===== config.mk =====
export PLATFORM = sky130hd
export DESIGN_NAME = cfd_config_decode
export DESIGN_NICKNAME = d
export VERILOG_FILES = /design/src/shared/cfd_pkg.sv /design/src/verilog/cfd_config_decode.sv /design/src/verilog/cfd_id_store.sv
export SDC_FILE = /design/constraint.sdc
export NUM_CORES = 1
export LEC_CHECK = 0
export ABC_CLOCK_PERIOD_IN_PS = 6540
export BUFFER_PORTS_ARGS = -buffer_cell sky130_fd_sc_hd__clkbuf_2
export CAP_MARGIN = 20
export CELL_PAD_IN_SITES_DETAIL_PLACEMENT = 0
export CELL_PAD_IN_SITES_GLOBAL_PLACEMENT = 1
export CORE_MARGIN = 1
export CORE_UTILIZATION = 49
export DETAILED_ROUTE_END_ITERATION = 10
export GPL_TIMING_DRIVEN = 1
export PLACE_DENSITY_LB_ADDON = 0.1
export SETUP_SLACK_MARGIN = 0.1
export SYNTH_ARGS = -nofsm -noshare
export SYNTH_HDL_FRONTEND = slang
export SYNTH_SLANG_ARGS = --single-unit

===== constraint.sdc =====
create_clock -name ref_clk -period 6.54 [get_ports ref_clk]
set_clock_uncertainty 0.2 [all_clocks]
set_input_delay 1.308 -clock ref_clk [delete_from_list [all_inputs] [get_ports ref_clk]]
set_output_delay 1.308 -clock ref_clk [all_outputs]
set_load 0.02 [all_outputs]

===== src/shared/cfd_pkg.sv =====
package cfd_pkg;

    localparam int ADDR_W = 22;
    localparam int ID_COUNT = 8;
    localparam int ID_AW = 3;

    ////////////////////////////////////////////////////////////////////////
    // address map
    localparam logic [ADDR_W-1:0] CB3H_ADDR = 22'h300005;
    localparam logic [ADDR_W-1:0] CB4L_ADDR = 22'h300006;
    localparam logic [ADDR_W-1:0] PROT_ADDR = 22'h30000b;
    localparam logic [ADDR_W-1:0] ID_BASE = 22'h200000;

    ////////////////////////////////////////////////////////////////////////
    // config_byte_3_high fields
    localparam int RPE_BIT = 7;
    localparam int LPT_BIT = 2;
    localparam int PBAD_BIT = 1;
    localparam int CCP2_BIT = 0;
    localparam logic [7:0] CB3H_MASK = 8'h87;
    localparam logic [7:0] CB3H_DEFAULT = 8'h83;

    // config_byte_4_low fields
    localparam int DBG_BIT = 7;
    localparam int XIN_BIT = 6;
    localparam int SSP_BIT = 2;
    localparam int STK_BIT = 0;
    localparam logic [7:0] CB4L_MASK = 8'hc5;
    localparam logic [7:0] CB4L_DEFAULT = 8'h85;

    // protection byte fields, active high
    localparam int DRP_BIT = 0;
    localparam int DWP_BIT = 1;
    localparam int CWP_BIT = 2;
    localparam logic [7:0] PROT_MASK = 8'h07;
    localparam logic [7:0] PROT_DEFAULT = 8'h00;

    ////////////////////////////////////////////////////////////////////////
    typedef struct packed {
        logic req;
        logic wr;
        logic [ADDR_W-1:0] addr;
        logic [7:0] wdata;
    } cfd_req_s;

    typedef struct packed {
        logic ack;
        logic err;
        logic [7:0] rdata;
    } cfd_rsp_s;

    typedef struct packed {
        logic reset_pin_enable;
        logic shared_reset_input_en;
        logic low_power_timer_osc_enable;
        logic debug_pins_dedicated;
        logic debug_pins_gpio;
        logic extended_instruction_enable;
        logic single_supply_program_enable;
        logic stack_fault_reset_enable;
    } cfd_dec_s;

    function automatic cfd_dec_s cfd_decode(logic [7:0] b3h, logic [7:0] b4l);
        cfd_dec_s d;
        d.reset_pin_enable = b3h[RPE_BIT];
        d.shared_reset_input_en = ~b3h[RPE_BIT];
        d.low_power_timer_osc_enable = b3h[LPT_BIT];
        d.debug_pins_dedicated = ~b4l[DBG_BIT];
        d.debug_pins_gpio = b4l[DBG_BIT];
        d.extended_instruction_enable = b4l[XIN_BIT];
        d.single_supply_program_enable = b4l[SSP_BIT];
        d.stack_fault_reset_enable = b4l[STK_BIT];
        return d;
    endfunction : cfd_decode

    localparam cfd_dec_s DEC_RESET = cfd_decode(CB3H_DEFAULT, CB4L_DEFAULT);

    function automatic logic cfd_is_id(logic [ADDR_W-1:0] a);
        return a[ADDR_W-1:ID_AW] == ID_BASE[ADDR_W-1:ID_AW];
    endfunction : cfd_is_id

endpackage : cfd_pkg


===== src/verilog/cfd_config_decode.sv =====
// Function
// - config byte 3 high bit 2 selects low power timer oscillator
// - unimplemented configuration bit positions always read as zero
// - every configuration bit starts at its unprogrammed default value
// - debug bit 1 frees debug pins as gpio, 0 dedicates them to debug
// - extended instruction bit enables extension and indexed addressing
// - single supply bit allows programming entry without high voltage
// - stack fault reset bit makes stack full or underflow reset device
// - data read protect blocks all external eeprom reads and writes
// - data write protect blocks cpu and external eeprom writes
// - cpu may always read data eeprom in normal operation
// - config write protect blocks writes to configuration registers
// - config write protect is read only to cpu, programmer may change it
// - eight user id bytes up to 200007h, table and programmer access
// - user id bytes stay readable under code protection
`timescale 1ns/1ns
`default_nettype none
module cfd_config_decode
    import cfd_pkg::*;
(
    input wire logic ref_clk,
    input wire logic arst_n,
    input wire cfd_pkg::cfd_req_s cpu_req,
    output cfd_pkg::cfd_rsp_s cpu_rsp,
    input wire logic prog_mode,
    input wire cfd_pkg::cfd_req_s prog_req,
    output cfd_pkg::cfd_rsp_s prog_rsp,
    output cfd_pkg::cfd_dec_s cfg,
    input wire logic stack_fault,
    output logic stack_reset_req,
    input wire logic lv_entry_req,
    output logic lv_entry_grant,
    input wire logic ee_cpu_rd_req,
    input wire logic ee_cpu_wr_req,
    input wire logic ee_ext_rd_req,
    input wire logic ee_ext_wr_req,
    output logic ee_cpu_rd_grant,
    output logic ee_cpu_wr_grant,
    output logic ee_ext_rd_grant,
    output logic ee_ext_wr_grant
);
    import cfd_pkg::*;

    logic [7:0] cb3h_q, cb3h_d, cb4l_q, cb4l_d, prot_q, prot_d;
    cfd_rsp_s cpu_rsp_q, cpu_rsp_d, prog_rsp_q, prog_rsp_d;
    cfd_dec_s dec_q, dec_d;
    logic stk_q, stk_d, lve_q, lve_d;
    logic [3:0] ee_q, ee_d;
    logic id_we;
    logic [ID_AW-1:0] id_waddr;
    logic [7:0] id_wdata, id_rd_cpu, id_rd_prog;

    ////////////////////////////////////////////////////////////////////////
    cfd_id_store u_ids (
        .ref_clk(ref_clk),
        .arst_n(arst_n),
        .we(id_we),
        .waddr(id_waddr),
        .wdata(id_wdata),
        .raddr_a(cpu_req.addr[ID_AW-1:0]),
        .raddr_b(prog_req.addr[ID_AW-1:0]),
        .rdata_a(id_rd_cpu),
        .rdata_b(id_rd_prog)
    );

    ////////////////////////////////////////////////////////////////////////
    // register access from cpu table ops and from the programmer
    always_comb
    begin
        cb3h_d = cb3h_q;
        cb4l_d = cb4l_q;
        prot_d = prot_q;
        cpu_rsp_d = '0;
        prog_rsp_d = '0;
        id_we = 1'b0;
        id_waddr = '0;
        id_wdata = '0;
        // cpu side: refused while the programmer owns the device
        if (cpu_req.req)
        begin
            cpu_rsp_d.ack = 1'b1;
            if (prog_mode)
                cpu_rsp_d.err = 1'b1;
            else if (cpu_req.addr == CB3H_ADDR)
            begin
                cpu_rsp_d.rdata = cb3h_q & CB3H_MASK;
                if (cpu_req.wr && prot_q[CWP_BIT])
                    cpu_rsp_d.err = 1'b1;
                else if (cpu_req.wr)
                    cb3h_d = cpu_req.wdata & CB3H_MASK;
            end
            else if (cpu_req.addr == CB4L_ADDR)
            begin
                cpu_rsp_d.rdata = cb4l_q & CB4L_MASK;
                if (cpu_req.wr && prot_q[CWP_BIT])
                    cpu_rsp_d.err = 1'b1;
                else if (cpu_req.wr)
                    cb4l_d = cpu_req.wdata & CB4L_MASK;
            end
            else if (cpu_req.addr == PROT_ADDR)
            begin
                cpu_rsp_d.rdata = prot_q;
                cpu_rsp_d.err = cpu_req.wr;
            end
            else if (cfd_is_id(cpu_req.addr))
            begin
                cpu_rsp_d.rdata = id_rd_cpu;
                if (cpu_req.wr)
                begin
                    id_we = 1'b1;
                    id_waddr = cpu_req.addr[ID_AW-1:0];
                    id_wdata = cpu_req.wdata;
                end
            end
            else
                cpu_rsp_d.err = 1'b1;
        end
        // programmer side: only in programming mode
        if (prog_req.req)
        begin
            prog_rsp_d.ack = 1'b1;
            if (!prog_mode)
                prog_rsp_d.err = 1'b1;
            else if (prog_req.addr == CB3H_ADDR)
            begin
                prog_rsp_d.rdata = cb3h_q & CB3H_MASK;
                if (prog_req.wr && prot_q[CWP_BIT])
                    prog_rsp_d.err = 1'b1;
                else if (prog_req.wr)
                    cb3h_d = prog_req.wdata & CB3H_MASK;
            end
            else if (prog_req.addr == CB4L_ADDR)
            begin
                prog_rsp_d.rdata = cb4l_q & CB4L_MASK;
                if (prog_req.wr && prot_q[CWP_BIT])
                    prog_rsp_d.err = 1'b1;
                else if (prog_req.wr)
                    cb4l_d = prog_req.wdata & CB4L_MASK;
            end
            else if (prog_req.addr == PROT_ADDR)
            begin
                prog_rsp_d.rdata = prot_q;
                if (prog_req.wr)
                    prot_d = prog_req.wdata & PROT_MASK;
            end
            else if (cfd_is_id(prog_req.addr))
            begin
                prog_rsp_d.rdata = id_rd_prog;
                if (prog_req.wr)
                begin
                    id_we = 1'b1;
                    id_waddr = prog_req.addr[ID_AW-1:0];
                    id_wdata = prog_req.wdata;
                end
            end
            else
                prog_rsp_d.err = 1'b1;
        end
    end

    always_ff @(posedge ref_clk or negedge arst_n)
    begin
        if (!arst_n)
        begin
            cb3h_q <= CB3H_DEFAULT;
            cb4l_q <= CB4L_DEFAULT;
            prot_q <= PROT_DEFAULT;
            cpu_rsp_q <= '0;
            prog_rsp_q <= '0;
        end
        else
        begin
            cb3h_q <= cb3h_d;
            cb4l_q <= cb4l_d;
            prot_q <= prot_d;
            cpu_rsp_q <= cpu_rsp_d;
            prog_rsp_q <= prog_rsp_d;
        end
    end

    ////////////////////////////////////////////////////////////////////////
    // decoded settings and the requests they steer
    always_comb
    begin
        dec_d = cfd_decode(cb3h_d, cb4l_d);
        stk_d = stack_fault && dec_q.stack_fault_reset_enable;
        lve_d = lv_entry_req
            && dec_q.single_supply_program_enable;
        ee_d[0] = ee_cpu_rd_req;
        ee_d[1] = ee_cpu_wr_req && !prot_q[DWP_BIT];
        ee_d[2] = ee_ext_rd_req && !prot_q[DRP_BIT];
        ee_d[3] = ee_ext_wr_req && !prot_q[DRP_BIT]
            && !prot_q[DWP_BIT];
    end

    always_ff @(posedge ref_clk or negedge arst_n)
    begin
        if (!arst_n)
        begin
            dec_q <= DEC_RESET;
            stk_q <= 1'b0;
            lve_q <= 1'b0;
            ee_q <= '0;
        end
        else
        begin
            dec_q <= dec_d;
            stk_q <= stk_d;
            lve_q <= lve_d;
            ee_q <= ee_d;
        end
    end

    assign cpu_rsp = cpu_rsp_q;
    assign prog_rsp = prog_rsp_q;
    assign cfg = dec_q;
    assign stack_reset_req = stk_q;
    assign lv_entry_grant = lve_q;
    assign ee_cpu_rd_grant = ee_q[0];
    assign ee_cpu_wr_grant = ee_q[1];
    assign ee_ext_rd_grant = ee_q[2];
    assign ee_ext_wr_grant = ee_q[3];
endmodule : cfd_config_decode
`default_nettype wire


===== src/verilog/cfd_id_store.sv =====
`timescale 1ns/1ns
`default_nettype none
module cfd_id_store
    import cfd_pkg::*;
(
    input wire logic ref_clk,
    input wire logic arst_n,
    input wire logic we,
    input wire logic [ID_AW-1:0] waddr,
    input wire logic [7:0] wdata,
    input wire logic [ID_AW-1:0] raddr_a,
    input wire logic [ID_AW-1:0] raddr_b,
    output logic [7:0] rdata_a,
    output logic [7:0] rdata_b
);
    logic [7:0] mem_q [ID_COUNT];
    logic [7:0] mem_d [ID_COUNT];

    // erased user id bytes read all ones
    genvar i;
    generate
        for (i = 0; i < ID_COUNT; i++)
        begin : g_loc
            always_comb
            begin
                mem_d[i] = mem_q[i];
                if (we && (waddr == ID_AW'(i)))
                    mem_d[i] = wdata;
            end
            always_ff @(posedge ref_clk or negedge arst_n)
            begin
                if (!arst_n)
                    mem_q[i] <= 8'hff;
                else
                    mem_q[i] <= mem_d[i];
            end
        end
    endgenerate

    assign rdata_a = mem_q[raddr_a];
    assign rdata_b = mem_q[raddr_b];
endmodule : cfd_id_store
`default_nettype wire


Word level (Yosys, flattened, before mapping)
Cells that the tools add are included.
Cells by class
  $lt $le $gt $ge: 2
  equal/unequal tests: 15
  multiplexer cells: 89
  bitwise gates (word level): 6
  reductions and logical operators: 20
Operator list (number)
  $mux 8: 45
  $eq 22x22->1 const B: 6
  $bmux 8 s3: 2
  $mux 9: 5
  $mux 3: 14
  $eq 19x19->1 const B: 2
  $mux 1: 21
  $mux 10: 2
  $logic_and 1x1->1: 16
  $eq 3x3->1 const B: 4
  $ge 4x4->1 const B: 2
  $not 3->4: 2
  $eq 3x2->1 const B: 2
  $reduce_and 6->1: 1
  $not 1->1: 4
  $eq 3x1->1 const B: 1
  $logic_not 3->1: 1
  $logic_not 1->1: 2
Word-level totals
  flip-flop bits (word level): 117
  bits of input ports: 73
  output and inout port bits: 34
  word-level logic and storage cells: 160

Logic depth before layout (Yosys ltp)
Gate-level depths: netlist of the first run.
  word-level depth: 16
  mapped depth: 7
  gate-level depth less buffers: 5

By module
A second synthesis of the first run with hierarchy kept.
Second synthesis, totals
  cell total of the unflattened synthesis: 423
  area, all modules: 5779.3 sq um
Modules (own cells, without submodules)
  cfd_id_store: instances 1, cells each 201, area an instance 3619.7 sq um
  cfd_config_decode: instances 1, cells each 222, area an instance 2159.6 sq um

Least setup slack after synthesis of the first run
Ideal clock, no wire load.
  path kind: input to register
  start: in prog_req[21] (netlist name)
  end: reg u_ids.mem_q[0] (netlist name)
  setup time: 0.082 ns
  data arrival time: 3.017 ns
  data required time: 6.258 ns
  slack: 3.241 ns
  cell stages on the path: 7
  cell sequence: nor4_2 > nand4_1 > buf_2 > nor4_1 > o221a_2 > buf_4 > mux2_2
On the way
  word-level cells in the longest chain between the ends: 9
  elaborated cells between the ends (all ways): 24
  classes of those cells: eq/ne (5); mux (18); reduce/logical (1)
RTL lines
  start, declared: line cfd_config_decode.sv:26  | input wire cfd_pkg::cfd_req_s prog_req,
  $eq 19x19->1: line cfd_pkg.sv:79  | return a[ADDR_W-1:ID_AW] == ID_BASE[ADDR_W-1:ID_AW];
  $mux 3: line cfd_config_decode.sv:146  | else if (cfd_is_id(prog_req.addr))
  $mux 3: line cfd_config_decode.sv:140  | else if (prog_req.addr == PROT_ADDR)
  $mux 3: line cfd_config_decode.sv:132  | else if (prog_req.addr == CB4L_ADDR)
  $mux 3: line cfd_config_decode.sv:124  | else if (prog_req.addr == CB3H_ADDR)
  $mux 3: line cfd_config_decode.sv:122  | if (!prog_mode)
  $mux 3: line cfd_config_decode.sv:119  | if (prog_req.req)
  $eq 3x3->1: line cfd_id_store.sv:27  | if (we && (waddr == ID_AW'(i)))
  $logic_and 1x1->1: line cfd_id_store.sv:27
  end signal, assigned by index: line cfd_id_store.sv:35  | mem_q[i] <= mem_d[i];
  end, declared: line cfd_id_store.sv:16  | logic [7:0] mem_q [ID_COUNT];
Parallel ways exist; a longest one is shown, timed or not.
A chain may end at the register's enable or synchronous reset.

Final worst setup path of the first run
  start: in prog_req[21] (netlist name)
  end: reg u_ids.mem_q[30] (netlist name)
Same word-level chain as after synthesis.

==> results of run 1 <==
==> flip-flops by register name, indices dropped and copies added (netlist names) <==
signal / flops
lv_entry_grant: 1
cb3h_q: 4
prog_rsp: 10
cb4l_q: 4
prot_q: 3
cfg: 2
ee_q: 4
stack_reset_req: 1
u_ids.mem_q: 64
cpu_rsp: 10
==> report_power, final <==
group,internal (mW),switching [mW],leakage (nW)
Combinational,0.0337,0.0687,1.56
Sequential,0.641,0.000655,1.15
Clock,0.314,0.259,0.152
Total,0.989,0.328,2.87
==> synth_stat cells, types with 2 or more instances <==
cell,n
nor4_4,3
and2_1,4
nand2b_1,5
nand4_1,5
mux2_2,80
nor4_2,4
inv_1,4
a21oi_1,7
nand2_1,50
and4_1,2
a22o_1,26
nor3_1,15
dfstp_2,70
a22oi_1,2
nand3b_1,2
nand3_1,10
nor2_1,14
a221oi_1,5
buf_4,7
buf_2,6
clkbuf_1,8
a211oi_1,6
o22ai_1,6
buf_1,4
nor2b_1,6
nor4_1,12
nor3b_1,2
dfrtp_1,33
mux4_2,32
nor3_2,2
nor4b_2,2
a32oi_1,5
and3_1,2
mux2_1,2
mux2i_1,5
==> per-stage QoR <==
step                cell area, sq um  hold WS, ns  total power, mW
global placement                6520        0.331            0.754
CTS                             6840        0.350             1.33
finish                          6840        0.341             1.32
global route                    6840        0.372             1.36
detailed placement              6520        0.338            0.755
floorplan                       5900        0.262            0.695
==> critical path, stage by stage <==
cell and delay [ns]:
clkbuf_2 0.09, nor4_2 0.39, nand4_1 0.56, nor4_1 0.63
a22o_1 0.56, mux2_2 0.40
==> metal layers <==
layer	up-vias	routed length, um	GRT usage, %
met2	212	8260	47.2
met4	0	510	12.1
li1	2016	-	-
met3	38	1370	6.75
met1	2343	6630	36.5
met5	-	0	0
==> area by class of cell <==
cell class / instances / area share [%]
sequential: 103 / 39.0
multi-input combinational: 332 / 45.2
timing repair buffer: 112 / 8.40
inverter: 4 / 0.220
clock inverter: 6 / 1.10
tap: 143 / 2.62
clock buffer: 10 / 3.49
==> cell families after synthesis <==
| group | after synthesis |
|---|---|
| AOI/OAI and AO/OA | 67 |
| DFF | 103 |
| and+or+nand+nor | 145 |
| muxes | 120 |
| buffers and inverters | 29 |
==> worst min path at each step <==
| stage | cells past startpoint | slack (ns) | endpoint |
|---|---|---|---|
| 2_1_floorplan | 1 | 0.26 | ee_q[2] |
| 5_1_grt | 2 | 0.37 | prog_rsp[1] |
| 3_3_place_gp | 1 | 0.33 | ee_q[1] |
| 3_5_place_dp | 1 | 0.34 | ee_q[1] |
| 6_report | 1 | 0.34 | ee_q[1] |
| 4_1_cts | 1 | 0.35 | ee_q[1] |
==> out/metrics.yaml, run 1 <==
run_status:
  status: "finished with violations"
  violations: "DRC"
synth:
  muxShareOfSynthArea_pct: 29.0
  async_flop_share_pct: 100
  synth_top_area_share_pct: 31.2
  yosysSeqAreaShare_pct: 45.2
  yosysTopAreaCell: "dfstp_2"
  ys_ff_latch: 103
  syn-cell-area_sq_mm: 0.00590
  synth_ff_type: "dfstp_2"
  synth_compound_area_share_pct: 9.20
  synth_cells: 464
  synth_edf_count: 0
  synth_xor_area_share_pct: 0
  synthAdderAreaFrac_pct: 0
  avgSynthCellArea_sq_um: 12.7
  synth_nets: 537
  synth_top_family_by_area: "multiplexers"
  synth_cell_types: 51
  synthSimpleGateAreaFrac_pct: 14.2
  yosysWarnings: 0
  yosys-top-cells-area: "dfstp_2 31%, mux2_2 15%, dfrtp_1 14%, mux4_2 12%, a22o_1 3.9%"
sta:
  max_freq_mhz: 260
  setup_viol: 0
  hold_viol: 0
  setup_tns_ns: 0
  relSlewSlack_pct: 31.3
  rsz0062_at_grt: "no"
  tightestPinTransition_ns: 1.02
  period_share_pct: 58.9
  finalWorstSetupSlack_ns: 2.69
  report.final.slew_viol_count: 0
  fin_crit_ns: 3.85
setup_path:
  reg2reg_depth: 4
  crit_end: "u_ids.mem_q[30]"
  crit_required_ns: 6.63
  critPathLaunch: "prog_req[21]"
  cp_max_fo: 12
  rrSetupSlack_ns: 4.17
  crit_type: "input pin to register"
  r2r_end: "cb4l_q[6]"
  cp-end-kind: "register"
  r2r_start: "prot_q[2]"
  arrival_ns: 3.94
  critPathLaunchType: "input pin"
drt:
  antenna_left: 0
  vias_per_cell: 6.49
  drt_iter0_drc: 353
  wirelength_um: 16800
  vias: 4609
  wire_per_inst_um: 23.6
  first_pass_iters: 8
  drc: 9
finish:
  register_area_sq_mm: 0.00267
  stdcell_count: 710
  final_util_pct: 59.1
  multi_input_area_sq_mm: 0.00309
  drive_above_1_share_pct: 57.3
  antenna_cells: 0
  final_common_cell: "clkbuf_2"
  syn_to_final_growth_pct: 15.9
  final_cell_mix: "105 x clkbuf_2, 80 x mux2_2, 70 x dfstp_2"
  fillCellCount: 962
  finalNetCount: 635
cts:
  cts_tree: "yes"
  cts-resized-gates: 0
  htreeDepth: 3
  root_buffer: "clkbuf_16"
  numCtsBuffers: 9
  clk_latency_ns: 0.36
  cts.clk_slew.worst_paths_ns: 0.07
  cts_setup_buffers: 0
  cts.sinks: 103
  clockBufferDepth: 2
  hold_buffers: 0
placement:
  place.gp.congestion: 0.911
  place_hpwl_um: 11900
  dp.cells: 693
  dp_slack_ns: 2.44
  io_buffers: 106
floorplanning:
  die_h_um: 112
  fp-row-count: 39
  initial_core_util_pct: 51.0
  core_sq_mm: 0.0116
  io_pins: 107
  die_w_um: 112
  die_area_sq_mm: 0.0125
grt:
  grt_usage_pct: 28.7
  antenna_found_initial: 0
  grt_overflow: 0
  grt_pass1_wl_um: 26600
  grt_max_degree: 61
  grt_pass1_vias: 4768
power:
  irDropWorstVdd_v: 0.000167
  p_per_area_mw_per_mm2: 192
  p_leak_nw: 2.87
job:
  cap_violations: 0
worst_hold_path:
  hp-start: "prot_q[1]"
  min_path_type: "register to register"
No activity file was read; power rests on OpenSTA's default activity.
==> inputs of run 2 (changes only) <==
--- a/config.mk
+++ b/config.mk
@@ -5,13 +5,13 @@
 export SDC_FILE = /design/constraint.sdc
 export NUM_CORES = 1
 export LEC_CHECK = 0
-export ABC_CLOCK_PERIOD_IN_PS = 6540
+export ABC_CLOCK_PERIOD_IN_PS = 3150
 export BUFFER_PORTS_ARGS = -buffer_cell sky130_fd_sc_hd__clkbuf_2
 export CAP_MARGIN = 20
 export CELL_PAD_IN_SITES_DETAIL_PLACEMENT = 0
 export CELL_PAD_IN_SITES_GLOBAL_PLACEMENT = 1
 export CORE_MARGIN = 1
-export CORE_UTILIZATION = 49
+export CORE_UTILIZATION = 41
 export DETAILED_ROUTE_END_ITERATION = 10
 export GPL_TIMING_DRIVEN = 1
 export PLACE_DENSITY_LB_ADDON = 0.1
==> constraint.sdc (replaced) <==
create_clock -name ref_clk -period 3.15 [get_ports ref_clk]
set_clock_uncertainty 0.2 [all_clocks]
set_input_delay 0.63 -clock ref_clk [delete_from_list [all_inputs] [get_ports ref_clk]]
set_output_delay 0.63 -clock ref_clk [all_outputs]
set_load 0.02 [all_outputs]
==> run 2 against run 1 <==
  * Cell area up 4.9%
  * Combinational power grew 130%
  * Worst hold slack got worse by 0.21 ns
  * Sequential power grew 110%
  * Register-to-register slack worse by 3.2 ns
  * Setup slack lost 2.2 ns
  * Count of clock-buffer cells in the layout grew 3
  * Core utilization is 7.6 points lower
  * The run now ends clean
  * Global-route usage shrank 1.7 points
  * Non-clock buffer count up 41
  * First-iteration DRC count up 5.1%
  * Clock power increased by 85%
==> out/metrics.yaml, run 2 (synthesized netlist as in run 1, its figures left out) <==
drt:
  vias_per_cell: 6.01
  first_pass_iters: 5
  drt_iter0_drc: 371
  drc: 0
  wire_per_inst_um: 24.0
  vias: 4738
  antenna_left: 0
  wirelength_um: 19000
placement:
  place.gp.congestion: 0.843
  placed_area_sq_mm: 0.00691
  io_buffers: 106
  place_hpwl_um: 13800
cts:
  clockBufferDepth: 2
  cts.sinks: 103
  cts_tree: "yes"
  cts.clk_slew.worst_paths_ns: 0.07
  hold_buffers: 0
  cts-resized-gates: 0
  root_buffer: "clkbuf_16"
  htreeDepth: 3
  cts_setup_buffers: 0
  clk_latency_ns: 0.36
  numCtsBuffers: 9
sta:
  report.final.slew_viol_count: 0
  max_freq_mhz: 371
  period_share_pct: 85.6
  whs_ns: 0.136
  setup_tns_ns: 0
  rsz0062_at_grt: "no"
  hold_viol: 0
  tightestPinTransition_ns: 0.926
  fin_crit_ns: 2.70
  relSlewSlack_pct: 38.3
  setup_viol: 0
floorplanning:
  initial_core_util_pct: 42.3
  io_pins: 107
  fp-row-count: 43
  die_w_um: 122
  die_h_um: 122
  die_area_sq_mm: 0.0149
  core_sq_mm: 0.0139
finish:
  finalNetCount: 676
  drive_above_1_share_pct: 59.9
  syn_to_final_growth_pct: 21.7
  final_cell_mix: "105 x clkbuf_2, 80 x mux2_2, 70 x dfstp_2"
  fin_area_sq_mm: 0.00718
  antenna_cells: 0
  largest_register: "u_ids.mem_q"
  final_common_cell: "clkbuf_2"
  largest_reg_flops: 64
power:
  p_per_area_mw_per_mm2: 367
  p_leak_nw: 3.07
  irDropWorstVdd_v: 0.000277
setup_path:
  cp-end-kind: "register"
  max_stage_delay_ns: 0.46
  cp_top_family: "simple AND/OR/NAND/NOR gates"
  crit_slowest_cell: "o221a_2"
  arrival_ns: 2.78
  crit_chain: "clkbuf_2 -> nor4_2 -> nand3_1 -> buf_4 -> nor4_1 -> o221a_2 -> mux2_2"
  cp_max_fo: 8
  critPathLaunchType: "input pin"
  crit_type: "input pin to register"
  path_buf_inv: 2
  crit_required_ns: 3.24
run_status:
  status: "complete, no violations"
grt:
  grt_pass1_wl_um: 28800
  grt_usage_pct: 27.0
  antenna_found_initial: 0
  grt_max_degree: 54
  grt_pass1_vias: 4870
  grt_overflow: 0
worst_hold_path:
  min_path_type: "input pin to asynchronous set/reset pin"
job:
  cap_violations: 0
==> run 2: routing by layer <==
layer	share of wire (%)	vias up	global-route usage (%)
li1	-	2096	-
met1	43	2417	35.9
met2	47	189	43.5
met3	7.1	36	4.96
met4	2.7	0	10.9
met5	0	-	0
==> run 2: path summary, 6_finish.rpt <==
| kind | from | slack [ns] | cells past startpoint | to |
|---|---|---|---|---|
| worst max-delay path | cpu_req[16] | 0.45 | 7 | u_ids.mem_q[0] |
| worst min-delay path | arst_n | 0.14 | 1 | prog_rsp[9] |
| worst max register to register | prot_q[2] | 0.98 | 4 | cb3h_q[7] |
| worst min register to register | cb4l_q[0] | 0.35 | 1 | stack_reset_req |
| max in group asynchronous | arst_n | 1.93 | 2 | u_ids.mem_q[16] |
| min in group ref_clk | ee_cpu_rd_req | 0.17 | 1 | ee_q[0] |
==> run 2: through the flow <==
step	util, %	total power, mW	cells	worst slack [ns]
global placement	49.6	1.59	772	0.127
detailed placement	49.6	1.59	772	0.0987
floorplan	-	1.44	464	0.529
finish	51.5	2.64	788	0.455
CTS	51.5	2.66	788	0.466
global route	51.5	2.73	788	0.258
==> run 2: final cells by class <==
cell class	instances	area (sq um)
fill	1242	6760
multi-input combinational	332	3090
sequential	103	2670
timing repair buffer	153	911
clock buffer	13	250
tap	180	225
clock inverter	3	18.8
inverter	4	15.0
==> run 2: worst register-to-register path, delay by kind of cell (launching register included) <==
| family | cells | cell delay [ns] |
|---|---|---|
| and+or+nand+nor | 2 | 0.86 |
| muxes | 2 | 0.63 |
| DFF | 1 | 0.40 |
==> run 2: power by group <==
group | internal, mW | leakage (nW) | switching (mW)
Sequential | 1.33 | 1.15 | 0.00121
Clock | 0.559 | 0.134 | 0.504
Combinational | 0.0866 | 1.78 | 0.153
